File: src/inc/adc_route_pkg.sv
/*
  package for the right-adc input routing register bank:
  register offsets, field positions, reset values and carrier types.
  assumes a byte-wide register port with 7-bit register index.
*/
package adc_route_pkg;

  // ==========================================================
  // register map
  localparam logic [6:0] second_right_route_addr = 7'h17;
  localparam logic [6:0] first_left_route_addr = 7'h18;

  // ==========================================================
  // field layout
  localparam int diff_bit = 7;
  localparam int level_hi = 6;
  localparam int level_lo = 3;
  localparam int bias_bit = 2;
  // top bit of the reserved low bits of each register
  localparam int rsvd_right_hi = 1;
  localparam int rsvd_left_hi = 2;

  // ==========================================================
  // codes and reset values
  localparam logic [3:0] level_off = 4'hf;
  localparam logic diff_reset = 1'b0;
  localparam logic bias_reset = 1'b0;
  localparam logic [3:0] level_max_code = 4'h8;
  localparam logic [7:0] zero_byte = 8'h00;

  // per-input routing setting
  typedef struct packed {
    logic diff;
    logic [3:0] level;
  } input_route_type;

  // analog control outputs towards the right-adc mixer
  typedef struct packed {
    logic connect;
    logic diff;
    logic [3:0] atten;
  } mixer_ctrl_type;

endpackage : adc_route_pkg

File: src/rtl/route_decode.sv
/*
  route_decode: turns one stored routing setting into mixer controls.
  assumes the setting comes from flip-flops in the register bank.
*/
`timescale 1ns/1ps
module route_decode (
  input wire adc_route_pkg::input_route_type setting,
  output adc_route_pkg::mixer_ctrl_type ctrl
);

  // ==========================================================
  // decode
  // any level other than the off code connects the input
  always_comb begin
    ctrl.connect = (setting.level != adc_route_pkg::level_off);
    ctrl.diff = setting.diff;
    ctrl.atten = setting.level;
  end

endmodule : route_decode

File: src/rtl/right_adc_input_routing_regs.sv
/*
  right_adc_input_routing_regs: two routing registers steering the
  second right line input and the first left line input into the
  right-adc mixer, plus the weak common-mode bias enable.
  assumes a synchronous byte register port decoded upstream from the
  serial control bus: one-cycle write strobe, read data registered.
*/
// Operation
// - second right line: bit7 differential, resets 0
// - first left line: bit7 differential, resets 0
// - second right level bits6-3, 1.5 dB steps
// - gain code connects; 1111 disconnects, reset 1111
// - first left level: same coding, reset 1111
// - second right bit2 enables weak common-mode bias, resets 0
// - reserved low bits read zero, not writable
`timescale 1ns/1ps
module right_adc_input_routing_regs (
  input wire logic mclk,
  input wire logic rst_n,
  input wire logic reg_wr,
  input wire logic reg_rd,
  input wire logic [6:0] reg_addr,
  input wire logic [7:0] reg_wdata,
  output logic [7:0] reg_rdata,
  output adc_route_pkg::mixer_ctrl_type second_right_line_input_ctrl,
  output adc_route_pkg::mixer_ctrl_type first_left_line_input_ctrl,
  output logic weak_bias_en
);

  // ==========================================================
  // state
  typedef struct packed {
    adc_route_pkg::input_route_type second_right;
    adc_route_pkg::input_route_type first_left;
    logic bias;
    logic [7:0] rdata;
  } state_type;

  state_type state_r;
  state_type state_nxt;

  // true when the register index names the given register
  function automatic logic reg_hit(input logic [6:0] a, input logic [6:0] target);
    return a == target;
  endfunction : reg_hit

  // assemble a readable byte, reserved low bits forced to zero
  function automatic logic [7:0] pack_route(input adc_route_pkg::input_route_type s, input logic b, input logic has_b);
    logic [7:0] v;
    v = adc_route_pkg::zero_byte;
    v[adc_route_pkg::diff_bit] = s.diff;
    v[adc_route_pkg::level_hi:adc_route_pkg::level_lo] = s.level;
    v[adc_route_pkg::bias_bit] = b & has_b;
    return v;
  endfunction : pack_route

  // ==========================================================
  // next state
  always_comb begin
    state_nxt = state_r;
    if (reg_wr && reg_hit(reg_addr, adc_route_pkg::second_right_route_addr)) begin
      state_nxt.second_right.diff = reg_wdata[adc_route_pkg::diff_bit];
      state_nxt.second_right.level = reg_wdata[adc_route_pkg::level_hi:adc_route_pkg::level_lo];
      state_nxt.bias = reg_wdata[adc_route_pkg::bias_bit];
    end
    if (reg_wr && reg_hit(reg_addr, adc_route_pkg::first_left_route_addr)) begin
      state_nxt.first_left.diff = reg_wdata[adc_route_pkg::diff_bit];
      state_nxt.first_left.level = reg_wdata[adc_route_pkg::level_hi:adc_route_pkg::level_lo];
    end
    // read data: current fields, reserved bits zero, unmapped reads zero
    if (reg_rd) begin
      unique case (reg_addr)
        adc_route_pkg::second_right_route_addr: state_nxt.rdata = pack_route(state_r.second_right, state_r.bias, 1'b1);
        adc_route_pkg::first_left_route_addr: state_nxt.rdata = pack_route(state_r.first_left, 1'b0, 1'b0);
        default: state_nxt.rdata = adc_route_pkg::zero_byte;
      endcase
    end
  end

  // ==========================================================
  // registers
  always_ff @(posedge mclk or negedge rst_n) begin
    if (!rst_n) begin
      state_r.second_right.diff <= adc_route_pkg::diff_reset;
      state_r.second_right.level <= adc_route_pkg::level_off;
      state_r.first_left.diff <= adc_route_pkg::diff_reset;
      state_r.first_left.level <= adc_route_pkg::level_off;
      state_r.bias <= adc_route_pkg::bias_reset;
      state_r.rdata <= adc_route_pkg::zero_byte;
    end else begin
      state_r <= state_nxt;
    end
  end

  // ==========================================================
  // outputs
  // mixer controls of the second right line input
  route_decode u_dec_right (
    .setting(state_r.second_right),
    .ctrl(second_right_line_input_ctrl)
  );

  // mixer controls of the first left line input
  route_decode u_dec_left (
    .setting(state_r.first_left),
    .ctrl(first_left_line_input_ctrl)
  );

  assign reg_rdata = state_r.rdata;
  assign weak_bias_en = state_r.bias;

  // ==========================================================
  // assertions
  // second right mode bit follows its write one cycle later
  right_diff_wr_a: assert property (@(posedge mclk) disable iff (!rst_n)
    reg_wr && reg_hit(reg_addr, adc_route_pkg::second_right_route_addr) |=>
    second_right_line_input_ctrl.diff == $past(reg_wdata[adc_route_pkg::diff_bit]))
    else $error("second right mode not updated");

  // first left mode bit follows its write one cycle later
  left_diff_wr_a: assert property (@(posedge mclk) disable iff (!rst_n)
    reg_wr && reg_hit(reg_addr, adc_route_pkg::first_left_route_addr) |=>
    first_left_line_input_ctrl.diff == $past(reg_wdata[adc_route_pkg::diff_bit]))
    else $error("first left mode not updated");

  // second right level code reaches the mixer unchanged
  right_level_wr_a: assert property (@(posedge mclk) disable iff (!rst_n)
    reg_wr && reg_hit(reg_addr, adc_route_pkg::second_right_route_addr) |=>
    second_right_line_input_ctrl.atten == $past(reg_wdata[adc_route_pkg::level_hi:adc_route_pkg::level_lo]))
    else $error("second right level not updated");

  // first left level code reaches the mixer unchanged
  left_level_wr_a: assert property (@(posedge mclk) disable iff (!rst_n)
    reg_wr && reg_hit(reg_addr, adc_route_pkg::first_left_route_addr) |=>
    first_left_line_input_ctrl.atten == $past(reg_wdata[adc_route_pkg::level_hi:adc_route_pkg::level_lo]))
    else $error("first left level not updated");

  // only the off code leaves the second right input unconnected
  right_connect_a: assert property (@(posedge mclk) disable iff (!rst_n)
    second_right_line_input_ctrl.connect == (second_right_line_input_ctrl.atten != adc_route_pkg::level_off))
    else $error("second right connect mismatch");

  // only the off code leaves the first left input unconnected
  left_connect_a: assert property (@(posedge mclk) disable iff (!rst_n)
    first_left_line_input_ctrl.connect == (first_left_line_input_ctrl.atten != adc_route_pkg::level_off))
    else $error("first left connect mismatch");

  // writing the off code drops the first left input
  left_disconnect_a: assert property (@(posedge mclk) disable iff (!rst_n)
    reg_wr && reg_hit(reg_addr, adc_route_pkg::first_left_route_addr) &&
    reg_wdata[adc_route_pkg::level_hi:adc_route_pkg::level_lo] == adc_route_pkg::level_off |=>
    !first_left_line_input_ctrl.connect)
    else $error("first left not disconnected");

  // inputs start disconnected, single ended, bias off
  reset_state_a: assert property (@(posedge mclk) disable iff (!rst_n)
    $rose(rst_n) |-> !second_right_line_input_ctrl.connect && !first_left_line_input_ctrl.connect &&
    !second_right_line_input_ctrl.diff && !first_left_line_input_ctrl.diff && !weak_bias_en)
    else $error("routing not at reset state");

  // bias enable follows bit 2 of the second right register
  bias_follow_a: assert property (@(posedge mclk) disable iff (!rst_n)
    reg_wr && reg_hit(reg_addr, adc_route_pkg::second_right_route_addr) |=>
    weak_bias_en == $past(reg_wdata[adc_route_pkg::bias_bit]))
    else $error("bias enable not updated");

  // a first left write never touches the bias enable
  bias_kept_a: assert property (@(posedge mclk) disable iff (!rst_n)
    reg_wr && reg_hit(reg_addr, adc_route_pkg::first_left_route_addr) |=> $stable(weak_bias_en))
    else $error("bias changed by other register");

  // reserved low bits of the first left register read zero
  reserved_zero_a: assert property (@(posedge mclk) disable iff (!rst_n)
    $past(reg_rd) && reg_hit($past(reg_addr), adc_route_pkg::first_left_route_addr) |->
    reg_rdata[adc_route_pkg::rsvd_left_hi:0] == '0)
    else $error("first left reserved bits not zero");

  // reserved low bits of the second right register read zero
  reserved_right_a: assert property (@(posedge mclk) disable iff (!rst_n)
    $past(reg_rd) && reg_hit($past(reg_addr), adc_route_pkg::second_right_route_addr) |->
    reg_rdata[adc_route_pkg::rsvd_right_hi:0] == '0)
    else $error("second right reserved bits not zero");

  // readback of the second right level matches the mixer setting
  readback_a: assert property (@(posedge mclk) disable iff (!rst_n)
    reg_rd && !reg_wr && reg_hit(reg_addr, adc_route_pkg::second_right_route_addr) |=>
    reg_rdata[adc_route_pkg::level_hi:adc_route_pkg::level_lo] == second_right_line_input_ctrl.atten)
    else $error("readback mismatch");

  // without a write the bias enable and the first left level do not move
  hold_a: assert property (@(posedge mclk) disable iff (!rst_n)
    !reg_wr |=> $stable(weak_bias_en) && $stable(first_left_line_input_ctrl.atten))
    else $error("field changed without write");

  // a second right write leaves the first left setting alone
  left_kept_a: assert property (@(posedge mclk) disable iff (!rst_n)
    reg_wr && reg_hit(reg_addr, adc_route_pkg::second_right_route_addr) |=>
    $stable(first_left_line_input_ctrl))
    else $error("first left changed by other register");

  // read data stands until the next read strobe
  rdata_hold_a: assert property (@(posedge mclk) disable iff (!rst_n)
    !reg_rd |=> $stable(reg_rdata))
    else $error("read data changed without read");

  // ==========================================================
  // cover points
  connect_right_c: cover property (@(posedge mclk) disable iff (!rst_n) $rose(second_right_line_input_ctrl.connect));
  connect_left_c: cover property (@(posedge mclk) disable iff (!rst_n) $rose(first_left_line_input_ctrl.connect));
  disconnect_right_c: cover property (@(posedge mclk) disable iff (!rst_n) $fell(second_right_line_input_ctrl.connect));
  bias_on_c: cover property (@(posedge mclk) disable iff (!rst_n) $rose(weak_bias_en));
  diff_both_c: cover property (@(posedge mclk) disable iff (!rst_n)
    second_right_line_input_ctrl.diff && first_left_line_input_ctrl.diff);

endmodule : right_adc_input_routing_regs

File: config.mk
export PLATFORM = sky130hd
export DESIGN_NAME = right_adc_input_routing_regs
export DESIGN_NICKNAME = d
export VERILOG_FILES = /design/src/inc/adc_route_pkg.sv /design/src/rtl/route_decode.sv /design/src/rtl/right_adc_input_routing_regs.sv
export SDC_FILE = /design/constraint.sdc
export NUM_CORES = 1
export LEC_CHECK = 0
export CORE_ASPECT_RATIO = 1.1
export CORE_MARGIN = 2
export CORE_UTILIZATION = 45
export DETAILED_ROUTE_END_ITERATION = 6
export DONT_BUFFER_PORTS = 1
export GPL_TIMING_DRIVEN = 0
export PLACE_DENSITY = 0.64
export SYNTH_ARGS = -nofsm -noshare
export SYNTH_HDL_FRONTEND = slang
export SYNTH_SLANG_ARGS = --single-unit
File: constraint.sdc
create_clock -name mclk -period 2 [get_ports mclk]
set_input_delay 0.1 -clock mclk [delete_from_list [all_inputs] [get_ports mclk]]
set_output_delay 0.1 -clock mclk [all_outputs]
set_load 0.02 [all_outputs]
[Word-level counts from Yosys, hierarchy flattened]
Cells that the tools add are included.
Word-level totals
  bits in registers: 19
  bits of input ports: 19
  output and inout bits: 21
  word-level logic and storage cells: 13
Cells by class
  eq/ne operators: 4
  muxes and demuxes: 1
  reduce and logical (&&, ||, !) cells: 2
Operator list (number)
  one-hot mux 8 bit (2 select lines): 1
  == test 7 x 5 -> 1 bit (second input constant): 2
  inequality test 4 bit (second input constant): 2
  logical AND 1 bit: 2

[Longest topological paths before layout]
  depth in word-level cells: 2
  gate-level depth with buffers: 4
  mapped depth without buffers: 3

[Cells and area by module]
From an unflattened synthesis, not the netlist that was laid out.
Second synthesis, totals
  cells, all modules: 74
  area total of the unflattened synthesis: 910.9 µm²
By module, submodules not included
  right_adc_input_routing_regs: instances 1, cells an instance 62, area each 823.3 µm², seq. area each 435.4 µm²
  route_decode: instances 2, cells an instance 6, area each 43.8 µm², seq. area each 0.0 µm²

[Least setup slack after synthesis]
OpenSTA, ideal clock, no wires.
  path kind: input to register
  start: input reg_addr[0]
  end: register state_r[18] (netlist bit)
  setup time: 0.125 ns
  arrival: 0.901 ns
  required time: 1.875 ns
  setup slack: 0.974 ns
  stages on the path: 4
  buffers on the path: 1
  cell sequence: and4b_2 buf_2 nand2_2 mux2_2
Between the ends
  cells in the longest elaborated chain, start to end: 2
Ends and longest elaborated chain
  start: declaration: RTL line right_adc_input_routing_regs.sv:22  | input wire logic [6:0] reg_addr,
  == test 7 x 5 -> 1 bit: RTL line right_adc_input_routing_regs.sv:44  | return a == target;
  logical AND 1 bit: RTL line right_adc_input_routing_regs.sv:61  | if (reg_wr && reg_hit(reg_addr, adc_route_pkg::second_right_route_addr)) begin
  end signal: assignment: RTL line right_adc_input_routing_regs.sv:91  | state_r <= state_nxt;
  end: declaration: RTL line right_adc_input_routing_regs.sv:39  | state_type state_r;
No other way between the ends.
A chain may end at the register's enable or synchronous reset.

==> impl_metrics.ini <==
[status]
result_of_the_run = complete, no violations

[worst_setup_path]
critical_path.reg2reg.startpoint = state_r[9]$_DFFE_PN1P_
crit_buf_inv = 0
regToRegSetupSlack_ns = 1.05
path_cells = nand4_1
critical_path_depth = 1
cp_max_fo = 4
crit_slowest_cell = sky130_fd_sc_hd__dfstp_2
r2r_end = reg_rdata[3]$_DFFE_PN0P_
max_stage_delay_ns = 0.63
worst_setup_path_start_kind = flop
worstSetupEndpointType = output pin
worst-r2r-cell-count = 2
crit_type = reg -> out
cp.required_ns = 1.90
path_delay_family = flip-flops
cp_data_arrival_time_ns = 1.20

[sta]
finalWorstSetupSlack_ns = 0.701
fmax_mhz = 770
clk_skew_ns = 0.000549
max_slew_margin = 0.503
final-max-slew-violation-count = 0
post-route-period-util = 0.649
final-hold-violation-count = 0
timing_worst_slew_pin_value_ns = 0.742
timing.setup.tns_ns = 0
unrepaired_setup_endpoints_after_global_routing = false
final-setup-viol-count = 0
finalCriticalPeriod_ns = 1.30

[route]
dr_total_vias = 510
routed_wire_length_per_instance_um = 17.4
routed_wirelength_um = 1530
route.detailed.vias_per_inst = 5.80
drt_first_iter_violations = 8
drt_pre_antenna_iters = 4
ant_nets = 0
drc = 0

[clocking]
cts.sink_count = 17
tritoncts = built
cts.reportedPaths.clkPinSlew_ns = 0.10
numCtsBuffers = 3
post-cts-setup-buffers = 0
htreeDepth = 1
cts.root.buffer_cell = sky130_fd_sc_hd__clkbuf_4
worst_skew_pair.late_latency_ns = 0.28
clockBufferDepth = 2

[placement]
buffer_ports.inserted = 0
hpwl_um = 1120
placement.cell_area_sq_um = 798
placement.setup.worst_slack_ns = 0.875
routabilityCongestion = 0.733

[finish]
nets_finish = 91
final.fill_count = 135
layout_common_cells = sky130_fd_sc_hd__mux2_2, sky130_fd_sc_hd__dfrtp_1, sky130_fd_sc_hd__dlygate4sd3_1, sky130_fd_sc_hd__dfstp_2
post_route_cells_drive_above_1_share = 0.437
antenna_cells = 0
most_frequent_standard_cell_in_the_layout_excluding_fill_and_tap_cells = sky130_fd_sc_hd__mux2_2
finish.instance_area_sq_um = 906
area.growth.synth_to_final_pct = 17.2

[floorplan]
die-width_um = 43.5
io-pin-count = 40
placement_rows = 15
floorplan.core_area_sq_um = 1600
die_area_sq_um = 2070
die_h_um = 47.5
starting_utilization_of_the_core_area = 0.485

[min_path]
min-delay-start = reg_addr[0]
holdCritPathClass = in -> reg
min_path_cells = 3
worst_hold_path_ep = state_r[12]$_DFFE_PN1P_

[job]
drv.max_cap_violation_count = 0

[power]
total_power_w = 0.000655
vdd.ir_drop.worst_uv = 505
leakagePower_nw = 0.388
p_per_area_nw_per_um2 = 723

[synthesis]
syn-mean-instance-area_sq_um = 13.3
netlist_area_sq_um = 773
synth_register_bits = 17
synth_cell_types = 17
synth-warning-count = 0
syn_inst = 58
post_synthesis_sequential_area_ratio = 0.563

[global_route]
wire_length_of_the_first_global_routing_pass_um = 2420
number_of_global_route_vias_before_repair = 546
grt_antenna_before_repair = 0
globalRouteTotalUtil = 0.166
grt_start_max_net_pins = 18
grt.overflow.total = 0
repair_timing:
item / 4_1_cts / 5_1_grt
resized for setup: 0 / 0
endpoints found under the hold margin: 34 / 0
setup endpoints to repair: 0 / 0
hold buffers: 8 / 0
worst max path at each step:
| stage | startpoint | endpoint | slack [ns] |
|---|---|---|---|
| after floorplan | reg_addr[0] | state_r[18]$_DFFE_PN0P_ | 0.97 |
| after CTS | state_r[9]$_DFFE_PN1P_ | first_left_line_input_ctrl[5] | 0.69 |
| final | state_r[16]$_DFFE_PN1P_ | second_right_line_input_ctrl[5] | 0.70 |
| after global routing | state_r[16]$_DFFE_PN1P_ | second_right_line_input_ctrl[5] | 0.63 |
| after detailed placement | reg_addr[0] | state_r[18]$_DFFE_PN0P_ | 0.88 |
| after global placement | reg_addr[0] | state_r[18]$_DFFE_PN0P_ | 0.90 |
synth_stat cells (all sizes together):
| cell | number | area [sq um] |
|---|---|---|
| and4b | 1 | 11.3 |
| nor4b | 1 | 23.8 |
| dfstp | 8 | 210 |
| conb | 1 | 3.75 |
| nand4 | 2 | 12.5 |
| mux2 | 11 | 124 |
| inv | 6 | 22.5 |
| nand2 | 3 | 21.3 |
| o22ai | 6 | 37.5 |
| and4bb | 1 | 12.5 |
| buf | 3 | 20.0 |
| nand4bb | 1 | 11.3 |
| dfrtp | 9 | 225 |
| a22oi | 5 | 37.5 |
cell families after synthesis:
logic type	count (synthesis)	synth area share
other	1	0.00485
AOI/OAI and AO/OA	11	0.0971
DFF	17	0.563
muxes	11	0.160
buffers and inverters	9	0.0550
and+or+nand+nor	9	0.120
tightest hold or removal path, delay by kind of cell:
family           cells  cell delay, ns
muxes                1            0.15
and+or+nand+nor      2            0.13
routing by layer:
metal | up-vias | global-route usage | wire [um]
li1 | 234 | - | -
met1 | 249 | 0.204 | 611
met2 | 25 | 0.266 | 768
met3 | 2 | 0.0528 | 140
met4 | 0 | 0.0909 | 10
met5 | - | 0 | 0
through the flow:
| step | cells | hold WS [ns] | utilization |
|---|---|---|---|
| global route | 88 | 0.124 | 0.568 |
| detailed placement | 76 | -0.195 | 0.500 |
| floorplan | 59 | -0.196 | - |
| global placement | 76 | -0.195 | 0.500 |
| CTS | 88 | 0.117 | 0.568 |
| finish | 88 | 0.120 | 0.568 |
cell type report:
cell class | count | area (sq um) | area share
plain buffers | 3 | 20.0 | 0.0221
well taps | 17 | 21.3 | 0.0235
clock inverters | 1 | 5.00 | 0.00552
multi-input cells | 33 | 299 | 0.330
repair buffers | 8 | 80.1 | 0.0884
inverters | 6 | 22.5 | 0.0249
clock buffers | 3 | 22.5 | 0.0249
flip-flops and latches | 17 | 435 | 0.481
power breakdown:
part	internal (W)	switching [W]	total [W]
Combinational	0.0000324	0.0000238	0.0000562
Clock	0.0000742	0.000106	0.000180
Sequential	0.000374	0.0000445	0.000418
Total	0.000480	0.000174	0.000655
flip-flops by register name, indices dropped and copies added, names as in the netlist:
signal        count
state_r          10
reg_rdata         6
weak_bias_en      1
(Power assumes the default switching activity.)
